**src/inc/headset_detect_cfg.svh**
```systemverilog
// Purpose: offsets, field positions, reset values and timing counts for headset detection
// Assumes: 40 MHz control clock
// Notes:   definitions only
`ifndef HEADSET_DETECT_CFG_SVH
`define HEADSET_DETECT_CFG_SVH

// register offsets
`define ADDR_SENSE_CFG    8'h1a
`define ADDR_DEBOUNCE_CFG 8'h1b
`define ADDR_STATUS       8'h1c

// reset values
`define RST_SENSE_CFG     8'h00
`define RST_DEBOUNCE_CFG  8'h00

// writable bits; reserved bits are masked so they read as zero
`define WMASK_SENSE_CFG   8'h7e
`define WMASK_DEBOUNCE    8'h7f

// sense config fields
`define SC_THR_BIT   6
`define SC_INS_LSB   4
`define SC_COUP_BIT  3
`define SC_DBL_BIT   2
`define SC_EN_BIT    1

// debounce config fields
`define DC_HP_BIT    6
`define DC_INS_LSB   3
`define DC_REM_BIT   2
`define DC_HOOK_LSB  0

// status fields
`define ST_JACK_LSB  6
`define ST_HS_LSB    4

// impedance limits in ohm
`define HOOK_AC_LOW  11'd320
`define MIC_AC_LOW   11'd800
`define HOOK_AC_HIGH 11'd680
`define MIC_AC_HIGH  11'd1350
`define HOOK_DC_LOW  11'd150
`define MIC_DC_HIGH  11'd1750
`define INS_MIN_0    8'd150
`define INS_MIN_1    8'd100
`define INS_MIN_2    8'd50

// timing
`define CLK_KHZ        40000
`define MS_CYCLES      (`CLK_KHZ * 1)
`define PULSE_MS_0     11'd2000
`define PULSE_MS_1     11'd1000
`define PULSE_MS_2     11'd133
`define PULSE_MS_3     11'd66
`define INS_BASE_MS    10'd16
`define INS_NO_DEB     3'd7
`define INS_RESERVED   3'd6
`define REMOVE_CNT_0   3'd5
`define REMOVE_CNT_1   3'd3
`define HP_DEB_CNT     3'd3
`define HOOK_CNT_2     3'd2
`define HOOK_CNT_3     3'd3
`define NO_DEB_CNT     3'd1

`endif

```
**src/inc/headset_detect_pkg.sv**
```systemverilog
// Purpose: types shared by the headset detection logic
// Assumes: nothing
// Notes:   structs carry grouped signals
package headset_detect_pkg;

	// comparator results from the analog sense front end
	typedef struct packed {
		logic jack;   // jack sleeve/tip sensed
		logic mic;    // microphone impedance sensed
		logic hook;   // hook button sensed pressed
		logic left;   // left channel load sensed
		logic right;  // right channel load sensed
	} sense_t;

	// settings driven to the analog sense front end
	typedef struct packed {
		logic        sense_on;         // detection powered
		logic        dc_coupled;       // dc coupled detection
		logic        double_current;   // 2x sense current
		logic [10:0] hook_limit_ohm;   // highest hook impedance
		logic [10:0] mic_limit_ohm;    // lowest mic impedance
		logic [7:0]  insert_hook_ohm;  // hook-pressed insertion minimum
	} analog_ctrl_t;

	// jack qualification states
	typedef enum logic [1:0] {
		jack_absent,
		jack_inserting,
		jack_present
	} jack_state_t;

endpackage

```
**src/design/sense_debounce.sv**
```systemverilog
// Purpose: qualifies a sampled level after a number of agreeing samples
// Assumes: sample_en_in is a one-cycle strobe per detection
// Notes:   need of 0 or 1 means the first sample is taken at once
`timescale 1ns/1ps
module sense_debounce (
	// clock and reset
	input  wire logic       clk_in,
	input  wire logic       rst_in,
	// control
	input  wire logic       clear_in,
	input  wire logic       sample_en_in,
	input  wire logic       sample_in,
	input  wire logic [2:0] need_in,
	// result
	output logic            level_out
);
	logic [2:0] count;       // differing samples against level
	logic [2:0] next_count;
	logic       level;
	logic       next_level;

	// count consecutive samples that differ from the held level
	always_comb begin
		next_count = count;
		next_level = level;
		if (clear_in) begin
			next_count = 3'h0;
			next_level = 1'b0;
		end else if (sample_en_in) begin
			if (sample_in == level) begin
				next_count = 3'h0;   // agreement restarts run
			end else if (count + 3'h1 >= need_in) begin
				next_level = sample_in;   // run complete
				next_count = 3'h0;
			end else begin
				next_count = count + 3'h1;
			end
		end
	end

	// register state
	always_ff @(posedge clk_in or posedge rst_in) begin
		if (rst_in) begin
			count <= 3'h0;
			level <= 1'b0;
		end else begin
			count <= next_count;
			level <= next_level;
		end
	end

	assign level_out = level;
endmodule

```
**src/design/headset_jack_detect_regs.sv**
```systemverilog
// Purpose: jack detection configuration, debounce and status registers
// Assumes: register port and sense inputs synchronous to clk_in
// Notes:   status reads zero while detection is off
`timescale 1ns/1ps
`include "headset_detect_cfg.svh"

// What this block does
// - ac coupling: threshold bit picks hook/mic limits
// - dc coupling: hook 150 ohm with threshold bit clear, mic 1750 ohm with it set
// - insertion hook minimum 150/100/50 ohm with resistor type bit clear, 0 with it set
// - coupling bit selects ac or dc detection
// - double sense current when bit set
// - sense enable, off after reset
// - headphone debounce: none or three detections
// - insertion debounce 16 to 512 ms, 7 none
// - removal needs five or three detections
// - hook press debounce none, two, three
// - jack type 0, 1 or 3 only
// - headset channel type none/right/left/stereo
// - detection pulse rate 0.5 to 15 Hz
module headset_jack_detect_regs
	import headset_detect_pkg::*;
#(
	parameter int MS_CYCLES = `MS_CYCLES   // clock cycles per millisecond
) (
	// clock and reset
	input  wire logic         clk_in,
	input  wire logic         rst_in,
	// register port
	input  wire logic [7:0]   reg_addr_in,
	input  wire logic         reg_wr_en_in,
	input  wire logic         reg_rd_en_in,
	input  wire logic [7:0]   reg_wdata_in,
	output logic [7:0]        reg_rdata_out,
	// neighbouring configuration
	input  wire logic [1:0]   detect_pulse_rate_in,
	input  wire logic         ext_resistor_type_bit_in,
	// analog sense front end
	input  wire sense_t       sense_in,
	output analog_ctrl_t      analog_ctrl_out,
	output logic              detect_pulse_out,
	output logic              hook_pressed_out
);
	// configuration registers
	logic [7:0]   headset_sense_config;
	logic [7:0]   headset_debounce_config;
	logic [7:0]   next_sense_config;
	logic [7:0]   next_debounce_config;
	logic [7:0]   rdata;
	logic [7:0]   next_rdata;
	// decoded fields
	logic         hook_threshold_select;
	logic [1:0]   hook_insert_min_impedance;
	logic         headphone_coupling_sel;
	logic         double_sense_current;
	logic         headset_sense_enable;
	logic         headphone_debounce_sel;
	logic [2:0]   insertion_debounce_time;
	logic         removal_debounce_count;
	logic [1:0]   hook_press_debounce;
	// timing
	logic [31:0]  ms_count;
	logic [31:0]  next_ms_count;
	logic         ms_tick;
	logic         next_ms_tick;
	logic [10:0]  pulse_ms;
	logic [10:0]  next_pulse_ms;
	logic         pulse;
	logic         next_pulse;
	// jack qualification
	jack_state_t  jack_state;
	jack_state_t  next_jack_state;
	logic [9:0]   ins_ms;
	logic [9:0]   next_ins_ms;
	logic         removed;      // removal run complete
	logic         mic_ok;
	logic         left_ok;
	logic         right_ok;
	logic         hook_ok;
	logic         present;
	logic [2:0]   remove_need;
	logic [2:0]   hp_need;
	logic [2:0]   hook_need;
	// registered outputs
	analog_ctrl_t ctrl;
	analog_ctrl_t next_ctrl;
	logic [1:0]   jack_type;
	logic [1:0]   headset_channel_type;
	logic [1:0]   next_jack_type;
	logic [1:0]   next_channel_type;
	logic         hook_pressed;
	logic         next_hook_pressed;

	// pulse period in ms for a rate code
	function automatic logic [10:0] period_ms(input logic [1:0] code);
		unique case (code)
			2'd0: period_ms = `PULSE_MS_0;
			2'd1: period_ms = `PULSE_MS_1;
			2'd2: period_ms = `PULSE_MS_2;
			2'd3: period_ms = `PULSE_MS_3;
		endcase
	endfunction

	// insertion debounce time in ms for a code, 0 means none
	function automatic logic [9:0] insert_ms(input logic [2:0] code);
		if (code == `INS_NO_DEB) begin
			insert_ms = 10'h0;
		end else if (code == `INS_RESERVED) begin
			insert_ms = `INS_BASE_MS;   // reserved falls back to shortest
		end else begin
			insert_ms = `INS_BASE_MS << code;
		end
	endfunction

	// field decode
	assign hook_threshold_select     = headset_sense_config[`SC_THR_BIT];
	assign hook_insert_min_impedance = headset_sense_config[`SC_INS_LSB +: 2];
	assign headphone_coupling_sel    = headset_sense_config[`SC_COUP_BIT];
	assign double_sense_current      = headset_sense_config[`SC_DBL_BIT];
	assign headset_sense_enable      = headset_sense_config[`SC_EN_BIT];
	assign headphone_debounce_sel    = headset_debounce_config[`DC_HP_BIT];
	assign insertion_debounce_time   = headset_debounce_config[`DC_INS_LSB +: 3];
	assign removal_debounce_count    = headset_debounce_config[`DC_REM_BIT];
	assign hook_press_debounce       = headset_debounce_config[`DC_HOOK_LSB +: 2];

	// register writes and read data
	always_comb begin
		next_sense_config    = headset_sense_config;
		next_debounce_config = headset_debounce_config;
		next_rdata           = rdata;
		if (reg_wr_en_in && reg_addr_in == `ADDR_SENSE_CFG) begin
			next_sense_config = reg_wdata_in & `WMASK_SENSE_CFG;
		end
		if (reg_wr_en_in && reg_addr_in == `ADDR_DEBOUNCE_CFG) begin
			next_debounce_config = reg_wdata_in & `WMASK_DEBOUNCE;
		end
		if (reg_rd_en_in) begin
			unique case (reg_addr_in)
				`ADDR_SENSE_CFG:    next_rdata = headset_sense_config;
				`ADDR_DEBOUNCE_CFG: next_rdata = headset_debounce_config;
				// low nibble reserved, zero
				`ADDR_STATUS:       next_rdata = {jack_type, headset_channel_type, 4'h0};
				default:            next_rdata = 8'h00;
			endcase
		end
	end

	// register storage, detection off after reset
	always_ff @(posedge clk_in or posedge rst_in) begin
		if (rst_in) begin
			headset_sense_config    <= `RST_SENSE_CFG;
			headset_debounce_config <= `RST_DEBOUNCE_CFG;
			rdata                   <= 8'h00;
		end else begin
			headset_sense_config    <= next_sense_config;
			headset_debounce_config <= next_debounce_config;
			rdata                   <= next_rdata;
		end
	end

	// millisecond tick and detection pulse timer, run only when enabled
	always_comb begin
		next_ms_count = ms_count;
		next_ms_tick  = 1'b0;
		next_pulse_ms = pulse_ms;
		next_pulse    = 1'b0;
		if (!headset_sense_enable) begin
			next_ms_count = 32'h0;
			next_pulse_ms = 11'h0;
		end else if (ms_count >= 32'(MS_CYCLES - 1)) begin
			next_ms_count = 32'h0;
			next_ms_tick  = 1'b1;
			// one pulse per period, each pulse one detection
			if (pulse_ms + 11'h1 >= period_ms(detect_pulse_rate_in)) begin
				next_pulse_ms = 11'h0;
				next_pulse    = 1'b1;
			end else begin
				next_pulse_ms = pulse_ms + 11'h1;
			end
		end else begin
			next_ms_count = ms_count + 32'h1;
		end
	end

	// timer registers
	always_ff @(posedge clk_in or posedge rst_in) begin
		if (rst_in) begin
			ms_count <= 32'h0;
			ms_tick  <= 1'b0;
			pulse_ms <= 11'h0;
			pulse    <= 1'b0;
		end else begin
			ms_count <= next_ms_count;
			ms_tick  <= next_ms_tick;
			pulse_ms <= next_pulse_ms;
			pulse    <= next_pulse;
		end
	end

	// detection counts from config
	assign remove_need = removal_debounce_count ? `REMOVE_CNT_1 : `REMOVE_CNT_0;
	assign hp_need     = headphone_debounce_sel ? `HP_DEB_CNT : `NO_DEB_CNT;
	assign hook_need   = (hook_press_debounce == 2'd3) ? `HOOK_CNT_3 :
	                     (hook_press_debounce == 2'd2) ? `HOOK_CNT_2 : `NO_DEB_CNT;
	assign present     = (jack_state == jack_present);

	// removal: run of absent detections while present
	sense_debounce u_removal (
		.clk_in       (clk_in),
		.rst_in       (rst_in),
		.clear_in     (!present),
		.sample_en_in (pulse),
		.sample_in    (!sense_in.jack),
		.need_in      (remove_need),
		.level_out    (removed)
	);

	// headphone/mic and channel load qualification
	sense_debounce u_mic (
		.clk_in       (clk_in),
		.rst_in       (rst_in),
		.clear_in     (!present),
		.sample_en_in (pulse),
		.sample_in    (sense_in.mic),
		.need_in      (hp_need),
		.level_out    (mic_ok)
	);
	sense_debounce u_left (
		.clk_in       (clk_in),
		.rst_in       (rst_in),
		.clear_in     (!present),
		.sample_en_in (pulse),
		.sample_in    (sense_in.left),
		.need_in      (hp_need),
		.level_out    (left_ok)
	);
	sense_debounce u_right (
		.clk_in       (clk_in),
		.rst_in       (rst_in),
		.clear_in     (!present),
		.sample_en_in (pulse),
		.sample_in    (sense_in.right),
		.need_in      (hp_need),
		.level_out    (right_ok)
	);

	// hook press qualification
	sense_debounce u_hook (
		.clk_in       (clk_in),
		.rst_in       (rst_in),
		.clear_in     (!present),
		.sample_en_in (pulse),
		.sample_in    (sense_in.hook),
		.need_in      (hook_need),
		.level_out    (hook_ok)
	);

	// jack insertion timing and removal
	always_comb begin
		next_jack_state = jack_state;
		next_ins_ms     = ins_ms;
		if (!headset_sense_enable) begin
			next_jack_state = jack_absent;
			next_ins_ms     = 10'h0;
		end else begin
			unique case (jack_state)
				jack_absent: begin
					next_ins_ms = 10'h0;
					if (pulse && sense_in.jack) begin
						next_jack_state = jack_inserting;
					end
				end
				jack_inserting: begin
					if (!sense_in.jack) begin
						next_jack_state = jack_absent;   // bounce restarts
					end else if (ins_ms >= insert_ms(insertion_debounce_time)) begin
						next_jack_state = jack_present;
					end else if (ms_tick) begin
						next_ins_ms = ins_ms + 10'h1;
					end
				end
				jack_present: begin
					if (removed) begin
						next_jack_state = jack_absent;
					end
				end
			endcase
		end
	end

	// jack state registers
	always_ff @(posedge clk_in or posedge rst_in) begin
		if (rst_in) begin
			jack_state <= jack_absent;
			ins_ms     <= 10'h0;
		end else begin
			jack_state <= next_jack_state;
			ins_ms     <= next_ins_ms;
		end
	end

	// status and analog settings
	always_comb begin
		next_ctrl                = '0;
		next_ctrl.sense_on       = headset_sense_enable;
		next_ctrl.dc_coupled     = headphone_coupling_sel;
		next_ctrl.double_current = double_sense_current;
		if (!hook_threshold_select) begin
			next_ctrl.mic_limit_ohm  = `MIC_AC_LOW;
			next_ctrl.hook_limit_ohm = headphone_coupling_sel ? `HOOK_DC_LOW : `HOOK_AC_LOW;
		end else begin
			next_ctrl.hook_limit_ohm = `HOOK_AC_HIGH;
			next_ctrl.mic_limit_ohm  = headphone_coupling_sel ? `MIC_DC_HIGH : `MIC_AC_HIGH;
		end
		// only meaningful for external resistor type 0
		if (!ext_resistor_type_bit_in) begin
			unique case (hook_insert_min_impedance)
				2'd0:    next_ctrl.insert_hook_ohm = `INS_MIN_0;
				2'd1:    next_ctrl.insert_hook_ohm = `INS_MIN_1;
				2'd2:    next_ctrl.insert_hook_ohm = `INS_MIN_2;
				default: next_ctrl.insert_hook_ohm = `INS_MIN_0;   // reserved code
			endcase
		end
		// status only from qualified state, code 2 never produced
		next_jack_type    = present ? (mic_ok ? 2'd3 : 2'd1) : 2'd0;
		next_channel_type = present ? {left_ok, right_ok} : 2'd0;
		next_hook_pressed = present && hook_ok;
	end

	// output registers
	always_ff @(posedge clk_in or posedge rst_in) begin
		if (rst_in) begin
			ctrl                 <= '0;
			jack_type            <= 2'd0;
			headset_channel_type <= 2'd0;
			hook_pressed         <= 1'b0;
		end else begin
			ctrl                 <= next_ctrl;
			jack_type            <= next_jack_type;
			headset_channel_type <= next_channel_type;
			hook_pressed         <= next_hook_pressed;
		end
	end

	// outputs straight from flip-flops
	assign reg_rdata_out    = rdata;
	assign analog_ctrl_out  = ctrl;
	assign detect_pulse_out = pulse;
	assign hook_pressed_out = hook_pressed;
endmodule

```
**config.mk**
```make
export PLATFORM = sky130hd
export DESIGN_NAME = headset_jack_detect_regs
export DESIGN_NICKNAME = d
export VERILOG_FILES = /design/src/inc/headset_detect_pkg.sv /design/src/design/sense_debounce.sv /design/src/design/headset_jack_detect_regs.sv
export VERILOG_INCLUDE_DIRS = /design/src /design/src/inc
export SDC_FILE = /design/constraint.sdc
export NUM_CORES = 1
export LEC_CHECK = 0
export ABC_CLOCK_PERIOD_IN_PS = 3540
export CORE_MARGIN = 4
export CORE_UTILIZATION = 50
export CTS_CLUSTER_DIAMETER = 200
export DETAILED_ROUTE_END_ITERATION = 8
export DONT_BUFFER_PORTS = 1
export PLACE_DENSITY = 0.66
export SYNTH_ARGS = -nofsm -noshare
export SYNTH_HDL_FRONTEND = slang
export SYNTH_HIERARCHICAL = 1
export SYNTH_SLANG_ARGS = --single-unit
```
**constraint.sdc**
```tcl
create_clock -name clk_in -period 3.54 [get_ports clk_in]
set_input_delay 0.708 -clock clk_in [delete_from_list [all_inputs] [get_ports clk_in]]
set_output_delay 0.708 -clock clk_in [all_outputs]
set_load 0.05 [all_outputs]
```
==> key figures, run 1 <==
Run status
  – Status: finished, final reports clean

Yosys
  – Main synth FF type: dfrtp_1
  – Syn Std Cell Area: about 6500 µm²
  – Top cells by area, synth: dfrtp_1, ha_1, inv_1, xnor2_1, nand2_1
  – Async SR Flop Fraction: 100%
  – Avg Inst Size Synth: 10.4 µm²
  – Seq/Total Area, Yosys: 46.1%
  – EDFF count, synth: 0
  – Unique masters post-synth: 55
  – Yosys Warn Count: 6
  – Synth area leader: dfrtp_1
  – Synth top area share: 46.1%
  – Synth Instances: around 620
  – Yosys reg bits: about 120

Pwr
  – VDD IR-drop max: 0.389 mV
  – PD cells: 465 nW/µm²
  – Pleak: about 3.4 nW
  – Tot Pwr: 0.00337 W

Die
  – Die Footprint: about 15000 µm²
  – Row count: 41
  – Die H: between 100 and 150 µm
  – Core Area: ~13000 µm²
  – Chip width: roughly 120 µm
  – IO Count: 71
  – Initial Util: between 50 and 60%

Placed design
  – Gpl congestion: roughly 0.81
  – PortBufs: 0
  – HPWL after DPL: between 8000 and 9000 µm
  – Cell total after placement: around 800

Setup path
  – Critical Path Sink: pulse_ms[6]
  – Crit start category: flip-flop
  – Crit-path max cell delay: between 0.4 and 0.5 ns
  – Crit path from: pulse_ms[0]
  – Critical path class: flip-flop to flip-flop
  – Critical path endpoint category: flip-flop
  – Critical Path AT: 3.54 ns
  – CP max-delay cell: dfrtp_1
  – Worst-case reg-to-reg path depth: 11
  – Worst Path Max Fanout: 11
  – R2R Path Start: pulse_ms[0]
  – R2r endpoint: pulse_ms[6]
  – CP cell instances: ha_1 -> and3_1 -> nand3_1 -> xnor2_1 -> ha_1 -> a21o_1 -> a221o_1 -> a41oi_2 -> o2111ai_2 -> nor3_1 -> a21o_1
  – Worst EP required: approximately 4 ns
  – R2r setup slk: around 0.36 ns

Timing
  – Pins Over Slew Limit: 0
  – Rel. slew slack: approximately a fifth
  – Clk_skew: between 0.01 and 0.015 ns
  – Final Hold Vio Count: 0
  – Peak Freq: approximately 310 MHz
  – Tightest Pin Transition: around 1.2 ns
  – Fin crit period: approximately 3.2 ns
  – Setup violators final: 0
  – Fin crit share: 89.9%
  – Setup TNS: 0 ns
  – RSZ-0062 raised after global routing: false

Final layout
  – NumNets Final: 720
  – Ant. Diodes: 0
  – Non-filler instance count after layout: 830
  – Filler instances: about 1100
  – Layout Area Growth over Synthesis: 12.1%
  – Commonest non-fill, non-tap cells in the layout: dfrtp_1, inv_1, ha_1
  – Share of cells above drive strength 1: 11.7%
  – Flip-flop and latch area: 2980 µm²
  – Commonest non-fill, non-tap cell in the layout: dfrtp_1
  – Area occupied by multi-input gates: 3210 µm²

Detailed routing
  – First DRT Iteration DRCs: 249
  – Drt drc: 0
  – Drt first pass iters: 4
  – Antenna viol nets, final: 0
  – WL final: around 12000 µm
  – Vias/cell: around 5.2
  – WL/cell: 14.6 µm
  – Vias post-DR: around 4300

Clocking
  – Cts bufs inserted: 17
  – Clk slew on worst S/H paths: roughly 0.060 ns
  – Post-CTS Hold Buffers: 0
  – Clock root buffer: clkbuf_16
  – Clk_lat worst skew: between 0.4 and 0.5 ns
  – Clock sinks: 119
  – CTS H-Tree Depth: 4
  – CTS tree: done
  – Clk buf depth: 2

Flow run
  – Max-cap violations: 0

GRT
  – Pin count of the biggest net entering global routing: 66
  – GRT Resource Usage Total: between 10% and 20%
  – Grt ovf: 0
  – Initial antenna violation count: 0
  – Vias in the first global route: 4371
  – First-pass GRT wire length: about 20000 µm

Worst hold path
  – Hold/Removal Path Class: primary input to async pin
-- critical path, delay by kind of cell, from the launching register on --
kind	cells	cell delay, ns
adders and majority gates	2	0.53
xor gates and xnor gates	1	0.20
DFF	1	0.44
and+or+nand+nor	3	0.73
AOI/OAI and AO/OA	5	1.23
-- per-stage QoR --
step,utilization [%],cell area [µm²],hold WS (ns),setup slack [ns]
after global placement,52.5,6630,0.426,0.408
after CTS,57.4,7240,0.0371,0.174
after global routing,57.4,7250,0.0436,0.172
after floorplan,-,6570,0.349,0.242
after detailed placement,52.5,6630,0.447,0.269
final,57.4,7250,0.0497,0.357
-- worst min path at each step --
| stage | end | slack, ns | cells after the start |
|---|---|---|---|
| floorplan | analog_ctrl_out[32] | 0.35 | 0 |
| global placement | analog_ctrl_out[30] | 0.43 | 0 |
| detailed placement | analog_ctrl_out[30] | 0.45 | 0 |
| global route | u_hook/level_out | 0.04 | 1 |
| CTS | u_hook/level_out | 0.04 | 1 |
| finish | u_hook/level_out | 0.05 | 1 |
-- what timing repair did --
item,in CTS,in global routing
setup endpoints to repair,0,1
setup buffers,0,0
gates resized for setup,0,1
-- layer usage --
| metal | share of wire [%] | global-route usage [%] |
|---|---|---|
| met1 | 45 | 21.1 |
| met2 | 50 | 29.1 |
| met3 | 3.8 | 5.43 |
| met4 | 1.3 | 6.65 |
| met5 | 0 | 0 |
-- cell usage after synthesis (all sizes together) (6+ instances only) --
library cell,count
dfrtp,119
nor2,38
nand3,22
nor2b,13
nand2,47
nand3b,6
and3,12
inv,52
clkbuf,7
nand2b,25
mux2i,6
a21oi,15
and2,15
o211ai,7
buf,22
mux2,16
o21ai,51
nor3,8
ha,47
xnor2,21
xor2,12
a21o,17
-- cell families (layout without fill, tap and decap cells) --
logic type	count (synthesis)	after routing	share of synthesized area, %
compound gates	113	113	13.2
simple gates	206	206	17.3
mux	22	22	3.77
flops	119	119	46.1
buf+inv	81	88	6.02
other cells	2	30	0.116
xor+xnor	33	33	4.47
fa+ha+maj	47	47	9.09
-- layout make-up --
class / instances / area share (%)
multi-input combinational: 451 / 44.3
sequential: 119 / 41.1
clock buffer: 25 / 6.84
tap: 172 / 2.97
inverter: 52 / 2.73
clock inverter: 7 / 1.61
timing repair buffer: 4 / 0.414
-- where the power goes --
part	internal, W	switching (W)
clock network	0.00118	0.000587
logic	0.0000432	0.0000884
registers	0.00139	0.0000784
total	0.00261	0.000754
-- flip-flops by register name (all words and copies together) (netlist names), 2 cells and up --
register,flops
analog_ctrl_out,16
headset_channel_type,2
headset_debounce_config,7
headset_sense_config,6
ins_ms,10
jack_state,2
jack_type,2
ms_count,32
pulse_ms,11
reg_rdata_out,8
u_hook/count,3
u_left/count,3
u_mic/count,3
u_removal/count,3
u_right/count,3
Power figures use the tool's default switching activity.
==> run 2: changes to the inputs <==
--- a/config.mk
+++ b/config.mk
@@ -6,7 +6,7 @@
 export SDC_FILE = /design/constraint.sdc
 export NUM_CORES = 1
 export LEC_CHECK = 0
-export ABC_CLOCK_PERIOD_IN_PS = 3540
+export ABC_CLOCK_PERIOD_IN_PS = 3200
 export CORE_MARGIN = 4
 export CORE_UTILIZATION = 50
 export CTS_CLUSTER_DIAMETER = 200
==> constraint.sdc (replaced) <==
create_clock -name clk_in -period 3.2 [get_ports clk_in]
set_input_delay 0.64 -clock clk_in [delete_from_list [all_inputs] [get_ports clk_in]]
set_output_delay 0.64 -clock clk_in [all_outputs]
set_load 0.05 [all_outputs]
==> run 2 against run 1 <==
Power is 9.0% higher; count of clock-buffer cells in the layout is 3 lower; critical path depth grew 1; register-to-register slack lost 0.08 ns; clock power is 7% higher; global-route usage down 0.14 points; clock skew decreased by 0.0044 ns; design area up 0.43%; hold slack gained 0.16 ns; critical path type unchanged; critical endpoint is now pulse_ms[3].
==> key figures, run 2 (synthesis results as in run 1) <==
Pwr
  – Pleak: 3.44 nW (was 3.43 nW)
  – Seq pwr share: 44.3% (was 43.6%)
  – Switching Share: 23.2% (was 22.4%)
  – Comb power frac: 4.0% (was 3.9%)
  – Internal power: 0.00282 W (was 0.00261 W)
  – Sw power: 0.000852 W (was 0.000754 W)
  – Clock power frac: 51.7% (was 52.5%)
  – VDD IR-drop max: 0.377 mV (was 0.389 mV)
  – PD cells: 504 nW/µm² (was 465 nW/µm²)

Setup path
  – Critical Path AT: 3.27 ns (was 3.54 ns)
  – Crit-path max cell delay: 0.43 ns (was 0.44 ns)
  – Worst-case reg-to-reg path depth: 12 (was 11)
  – Worst Path Max Fanout: 9 (was 11)
  – R2r endpoint: pulse_ms[3] (was pulse_ms[6])
  – R2R Path Start: pulse_ms[0] (unchanged)
  – Crit start category: flip-flop (unchanged)
  – R2r setup slk: 0.27 ns (was 0.36 ns)
  – CP max-delay cell: dfrtp_1 (unchanged)
  – CP cell instances: ha_1 -> and3_1 -> nand3_1 -> xnor2_1 -> ha_1 -> a21o_1 -> a221o_1 -> a41oi_2 -> o2111ai_1 -> buf_4 -> nor3_1 -> a21o_1 (was ha_1 -> and3_1 -> nand3_1 -> xnor2_1 -> ha_1 -> a21o_1 -> a221o_1 -> a41oi_2 -> o2111ai_2 -> nor3_1 -> a21o_1)
  – Worst EP required: 3.55 ns (was 3.89 ns)
  – Critical path class: flip-flop to flip-flop (unchanged)
  – Critical path endpoint category: flip-flop (unchanged)

Die
  – Chip width: 122 µm (unchanged)
  – Initial Util: 51.2% (unchanged)
  – Core Area: 12600 µm² (unchanged)
  – Die Footprint: 14800 µm² (unchanged)
  – IO Count: 71 (unchanged)
  – Row count: 41 (unchanged)
  – Die H: 122 µm (unchanged)

Detailed routing
  – Vias/cell: 5.15 (was 5.23)
  – Drt drc: 0 (unchanged)
  – Vias post-DR: 4292 (was 4338)
  – Drt first pass iters: 4 (unchanged)
  – WL final: 11800 µm (was 12100 µm)
  – Antenna viol nets, final: 0 (unchanged)
  – WL/cell: 14.2 µm (was 14.6 µm)
  – First DRT Iteration DRCs: 188 (was 249)

Final layout
  – Commonest non-fill, non-tap cell in the layout: dfrtp_1 (unchanged)
  – Share of cells above drive strength 1: 12.4% (was 11.7%)
  – Commonest non-fill, non-tap cells in the layout: dfrtp_1, inv_1, ha_1 (unchanged)
  – Top reg by flops: ms_count (unchanged)
  – Post-layout util: 57.7% (was 57.4%)
  – Max reg flops: 32 (unchanged)
  – Flip-flop and latch area: 2980 µm² (unchanged)
  – Area occupied by multi-input gates: 3200 µm² (was 3210 µm²)
  – Filler instances: 1078 (was 1067)
  – Ant. Diodes: 0 (unchanged)
  – NumNets Final: 724 (was 720)
  – Layout Area Growth over Synthesis: 12.6% (was 12.1%)

GRT
  – Vias in the first global route: 4292 (was 4371)
  – First-pass GRT wire length: 20100 µm (was 20200 µm)
  – Grt ovf: 0 (unchanged)
  – Pin count of the biggest net entering global routing: 100 (was 66)
  – Initial antenna violation count: 0 (unchanged)
  – GRT Resource Usage Total: 17.2% (was 17.4%)

Clocking
  – Clock root buffer: clkbuf_16 (unchanged)
  – CTS H-Tree Depth: 4 (unchanged)
  – Clk buf depth: 2 (unchanged)
  – Clk_lat worst skew: 0.41 ns (was 0.42 ns)
  – Clk slew on worst S/H paths: 0.05 ns (was 0.06 ns)
  – Clock sinks: 119 (unchanged)
  – Post-CTS Resized: 0 (unchanged)
  – CTS tree: done (unchanged)
  – Cts bufs inserted: 17 (unchanged)

Timing
  – WHS: 0.210 ns (was 0.0497 ns)
  – Clk_skew: 0.00594 ns (was 0.0103 ns)
  – Peak Freq: 342 MHz (was 314 MHz)
  – Pins Over Slew Limit: 0 (unchanged)
  – RSZ-0062 raised after global routing: false (unchanged)
  – Tightest Pin Transition: 0.960 ns (was 1.19 ns)
  – Fin crit share: 91.5% (was 89.9%)
  – Setup TNS: 0 ns (unchanged)
  – Final Hold Vio Count: 0 (unchanged)
  – Fin crit period: 2.93 ns (was 3.18 ns)
  – Rel. slew slack: 36.0% (was 20.9%)
  – Setup violators final: 0 (unchanged)

Flow run
  – Max-cap violations: 0 (unchanged)

Worst hold path
  – Hold/Removal Path Class: primary input to async pin (unchanged)

Run status
  – Status: finished, final reports clean (unchanged)

Placed design
  – HPWL after DPL: 8440 µm (was 8640 µm)
  – Gpl congestion: 0.755 (was 0.808)
  – PortBufs: 0 (unchanged)
## run 2: changes by cell type in the layout (fill, tap and decap cells not counted)
cell           change
o2111ai_2          -1
clkbuf_1           -3
inv_4              -1
buf_12             +1
o2111ai_1          +1
dlygate4sd3_1      +1
bufinv_16          -1
inv_6              +1
buf_4              +2
clkinv_4           +1
clkinvlp_4         +3
## run 2: power groups by stage
stage                     Sequential [W]  Clock, W  Combinational, W
after floorplan                  0.00162         0          0.000162
after global placement           0.00165         0          0.000142
after detailed placement         0.00165         0          0.000148
after CTS                        0.00162   0.00194          0.000151
after global routing             0.00163   0.00200          0.000169
final                            0.00162   0.00190          0.000148
## run 2: final cells by class
| type | count | share of cell area, % |
|---|---|---|
| well taps | 172 | 2.96 |
| repair buffers | 8 | 1.03 |
| clock inverters | 10 | 1.63 |
| multi-input cells | 451 | 44.0 |
| inverters | 52 | 2.73 |
| flip-flops and latches | 119 | 41.0 |
| clock buffers | 22 | 6.65 |
## run 2: worst max-delay path: cells and delay by family (launching register included)
kind	cells	cell delay [ns]
compound gates	5	1.02
xor+xnor	1	0.14
fa+ha+maj	2	0.50
buf+inv	1	0.25
flops	1	0.43
simple gates	3	0.54
## run 2: repair_timing
item / CTS / global route
hold endpoints to repair: 20 / 0
hold buffers: 1 / 0
buffers inserted: 0 / 0
## run 2: stage by stage
step           area [µm²]  setup slack, ns  instances  power [W]
2_1_floorplan        6580            0.549        651    0.00178
3_3_place_gp         6670            0.372        801    0.00179
3_5_place_dp         6670            0.314        801    0.00180
4_1_cts              7280            0.289        834    0.00372
5_1_grt              7280           0.0840        834    0.00380
6_report             7280            0.274        834    0.00367
## run 2: worst max-delay path by stage
stage / from / endpoint / slack (ns)
detailed placement: pulse_ms[0] / pulse_ms[5] / 0.31
floorplan: pulse_ms[0] / pulse_ms[3] / 0.55
global route: pulse_ms[0] / pulse_ms[7] / 0.08
finish: pulse_ms[0] / pulse_ms[3] / 0.27
global placement: pulse_ms[0] / pulse_ms[5] / 0.37
CTS: pulse_ms[0] / pulse_ms[5] / 0.29
## run 2: per-layer routing
layer / GRT usage, % / part of all wire [%]
met1: 21.7 / 45
met2: 27.9 / 51
met4: 6.23 / 0.99
met5: 0 / 0
met3: 5.52 / 3.5
==> run 3: changes to the inputs <==
==> constraint.sdc (replaced) <==
create_clock -name clk_in -period 3.2 [get_ports clk_in]
set_input_delay 0.32 -clock clk_in [delete_from_list [all_inputs] [get_ports clk_in]]
set_output_delay 0.32 -clock clk_in [all_outputs]
set_load 0.05 [all_outputs]
==> run 3 against run 2 <==
Critical path type unchanged; highest routed layer unchanged; sequential power about the same; via count is 2.1% higher; global-route usage grew 0.54 points.
==> key figures, run 3 (synthesis results as in run 1) <==
Clocking
  – Clk slew on worst S/H paths: 0.05 ns (about the same)
  – Cts bufs inserted: 17 (unchanged)
  – Clk buf depth: 2 (unchanged)
  – Clk_lat worst skew: 0.42 ns (was 0.41 ns)
  – Clock sinks: 119 (unchanged)
  – CTS tree: done (unchanged)
  – Clock root buffer: clkbuf_16 (unchanged)
  – CTS H-Tree Depth: 4 (unchanged)

Final layout
  – Top reg by flops: ms_count (unchanged)
  – Share of cells above drive strength 1: 12.5% (was 12.4%)
  – Non-filler instance count after layout: 837 (was 834)
  – Ant. Diodes: 0 (unchanged)
  – Layout Area Growth over Synthesis: 13.7% (was 12.6%)
  – Commonest non-fill, non-tap cells in the layout: dfrtp_1, inv_1, nand2_1, ha_1, nor2_1 (was dfrtp_1, inv_1, ha_1)
  – Post-route cell area: 7350 µm² (was 7280 µm²)
  – NumNets Final: 728 (was 724)
  – Commonest non-fill, non-tap cell in the layout: dfrtp_1 (unchanged)
  – Max reg flops: 32 (unchanged)

Timing
  – Fin crit period: 2.99 ns (was 2.93 ns)
  – RSZ-0062 raised after global routing: false (unchanged)
  – Tightest Pin Transition: 0.963 ns (was 0.960 ns)
  – Peak Freq: 335 MHz (was 342 MHz)
  – Final Hold Vio Count: 0 (unchanged)
  – Clk_skew: 0.0107 ns (was 0.00594 ns)
  – Pins Over Slew Limit: 0 (unchanged)
  – WHS: 0.0463 ns (was 0.210 ns)
  – Rel. slew slack: 36.1% (was 36.0%)
  – Setup ws final: 0.212 ns (was 0.274 ns)
  – Setup TNS: 0 ns (unchanged)
  – Fin crit share: 93.4% (was 91.5%)
  – Setup violators final: 0 (unchanged)

Placed design
  – Gpl congestion: 0.838 (was 0.755)
  – HPWL after DPL: 8870 µm (was 8440 µm)
  – Placement Cell Area: 6640 µm² (was 6670 µm²)
  – PortBufs: 0 (unchanged)
  – Cell total after placement: 800 (was 801)
  – Post-Place Worst Slack: 0.205 ns (was 0.314 ns)

Die
  – Core Area: 12600 µm² (unchanged)
  – Initial Util: 51.2% (unchanged)
  – Die H: 122 µm (unchanged)
  – Row count: 41 (unchanged)
  – Die Footprint: 14800 µm² (unchanged)
  – Chip width: 122 µm (unchanged)
  – IO Count: 71 (unchanged)

Setup path
  – Crit path from: pulse_ms[0] (unchanged)
  – Worst Path Max Fanout: 5 (was 9)
  – Worst EP required: 3.56 ns (was 3.55 ns)
  – Critical Path Sink: pulse_ms[6] (was pulse_ms[3])
  – Critical path endpoint category: flip-flop (unchanged)
  – R2r setup slk: 0.21 ns (was 0.27 ns)
  – Critical path class: flip-flop to flip-flop (unchanged)
  – Crit start category: flip-flop (unchanged)
  – R2R Path Start: pulse_ms[0] (unchanged)
  – Worst-case reg-to-reg path depth: 12 (unchanged)
  – R2r endpoint: pulse_ms[6] (was pulse_ms[3])
  – Critical Path AT: 3.35 ns (was 3.27 ns)

GRT
  – Vias in the first global route: 4458 (was 4292)
  – Pin count of the biggest net entering global routing: 71 (was 100)
  – First-pass GRT wire length: 20700 µm (was 20100 µm)
  – GRT Resource Usage Total: 17.8% (was 17.2%)
  – Initial antenna violation count: 0 (unchanged)
  – Grt ovf: 0 (unchanged)

Worst hold path
  – Hold/Removal Path Class: primary input to flip-flop (was primary input to async pin)
  – Hold Path Cell Cnt: 1
  – Hold Crit Start: reg_wdata_in[0]

Detailed routing
  – Antenna viol nets, final: 0 (unchanged)
  – Drt first pass iters: 5 (was 4)
  – WL/cell: 14.6 µm (was 14.2 µm)
  – Drt drc: 0 (unchanged)
  – Vias post-DR: 4381 (was 4292)
  – First DRT Iteration DRCs: 194 (was 188)
  – Vias/cell: 5.23 (was 5.15)
  – WL final: 12200 µm (was 11800 µm)

Pwr
  – VDD IR-drop max: 0.387 mV (was 0.377 mV)
  – Sw power: 0.000825 W (was 0.000852 W)
  – Comb power frac: 4.1% (was 4.0%)
  – Seq pwr share: 42.8% (was 44.3%)
  – Internal power: 0.00297 W (was 0.00282 W)
  – Pleak: 3.47 nW (was 3.44 nW)
  – PD cells: 516 nW/µm² (was 504 nW/µm²)
  – Switching Share: 21.7% (was 23.2%)
  – Clock power frac: 53.1% (was 51.7%)

Flow run
  – Max-cap violations: 0 (unchanged)

Run status
  – Status: finished, final reports clean (unchanged)
run 3: cell count changes in the layout (fill, tap and decap cells not counted), moves of 2 or more:
cell	change
bufinv_16	+2
clkbuf_1	+2
clkinvlp_4	-3
dlygate4sd3_1	+2
run 3: power groups by stage:
stage / logic (W) / registers [W] / clock network (W)
after floorplan: 0.000161 / 0.00162 / 0
after global placement: 0.000142 / 0.00165 / 0
after detailed placement: 0.000148 / 0.00165 / 0
after CTS: 0.000155 / 0.00163 / 0.00206
after global routing: 0.000179 / 0.00163 / 0.00212
final: 0.000156 / 0.00163 / 0.00201
run 3: worst min-delay path by stage:
stage                                       to  slack, ns
floorplan                      u_hook/count[0]       0.09
global placement              u_hook/level_out        0.1
detailed placement            u_hook/level_out        0.1
CTS                 headset_debounce_config[0]       0.03
global route        headset_debounce_config[0]       0.03
finish              headset_debounce_config[0]       0.05
run 3: routing by layer:
layer  part of all wire [%]  track usage [%]
met1                     44             21.5
met2                     50             29.9
met3                    4.3             5.76
met4                    1.1             6.16
met5                      0                0
run 3: area by class of cell:
| cell class | instances | area [µm²] |
|---|---|---|
| fillers | 1076 | 5270 |
| clock inverters | 7 | 141 |
| flip-flops and latches | 119 | 2980 |
| clock buffers | 24 | 492 |
| well taps | 172 | 215 |
| repair buffers | 12 | 98.8 |
| multi-input cells | 451 | 3220 |
| inverters | 52 | 198 |
run 3: stage by stage:
| step | util (%) | power (W) |
|---|---|---|
| after global routing | 58.2 | 0.00393 |
| after floorplan | - | 0.00178 |
| after detailed placement | 52.6 | 0.00180 |
| final | 58.2 | 0.00380 |
| after CTS | 57.9 | 0.00384 |
| after global placement | 52.6 | 0.00179 |
run 3: timing repair:
item,CTS,global route
resized for setup,0,5
hold buffers,3,0
buffers inserted,0,2
setup endpoints to repair,0,7
endpoints found under the hold margin,100,0
run 3: worst max-delay path, cell delays in order (launching register included):
cell and delay (ns):
dfrtp_1 0.39, ha_2 0.23, and3_1 0.19, nand3_1 0.16
xnor2_1 0.17, ha_1 0.30, a21o_1 0.18, a221o_1 0.36
a41oi_2 0.25, o2111ai_4 0.18, buf_6 0.21, nor3_1 0.19
a21o_1 0.11
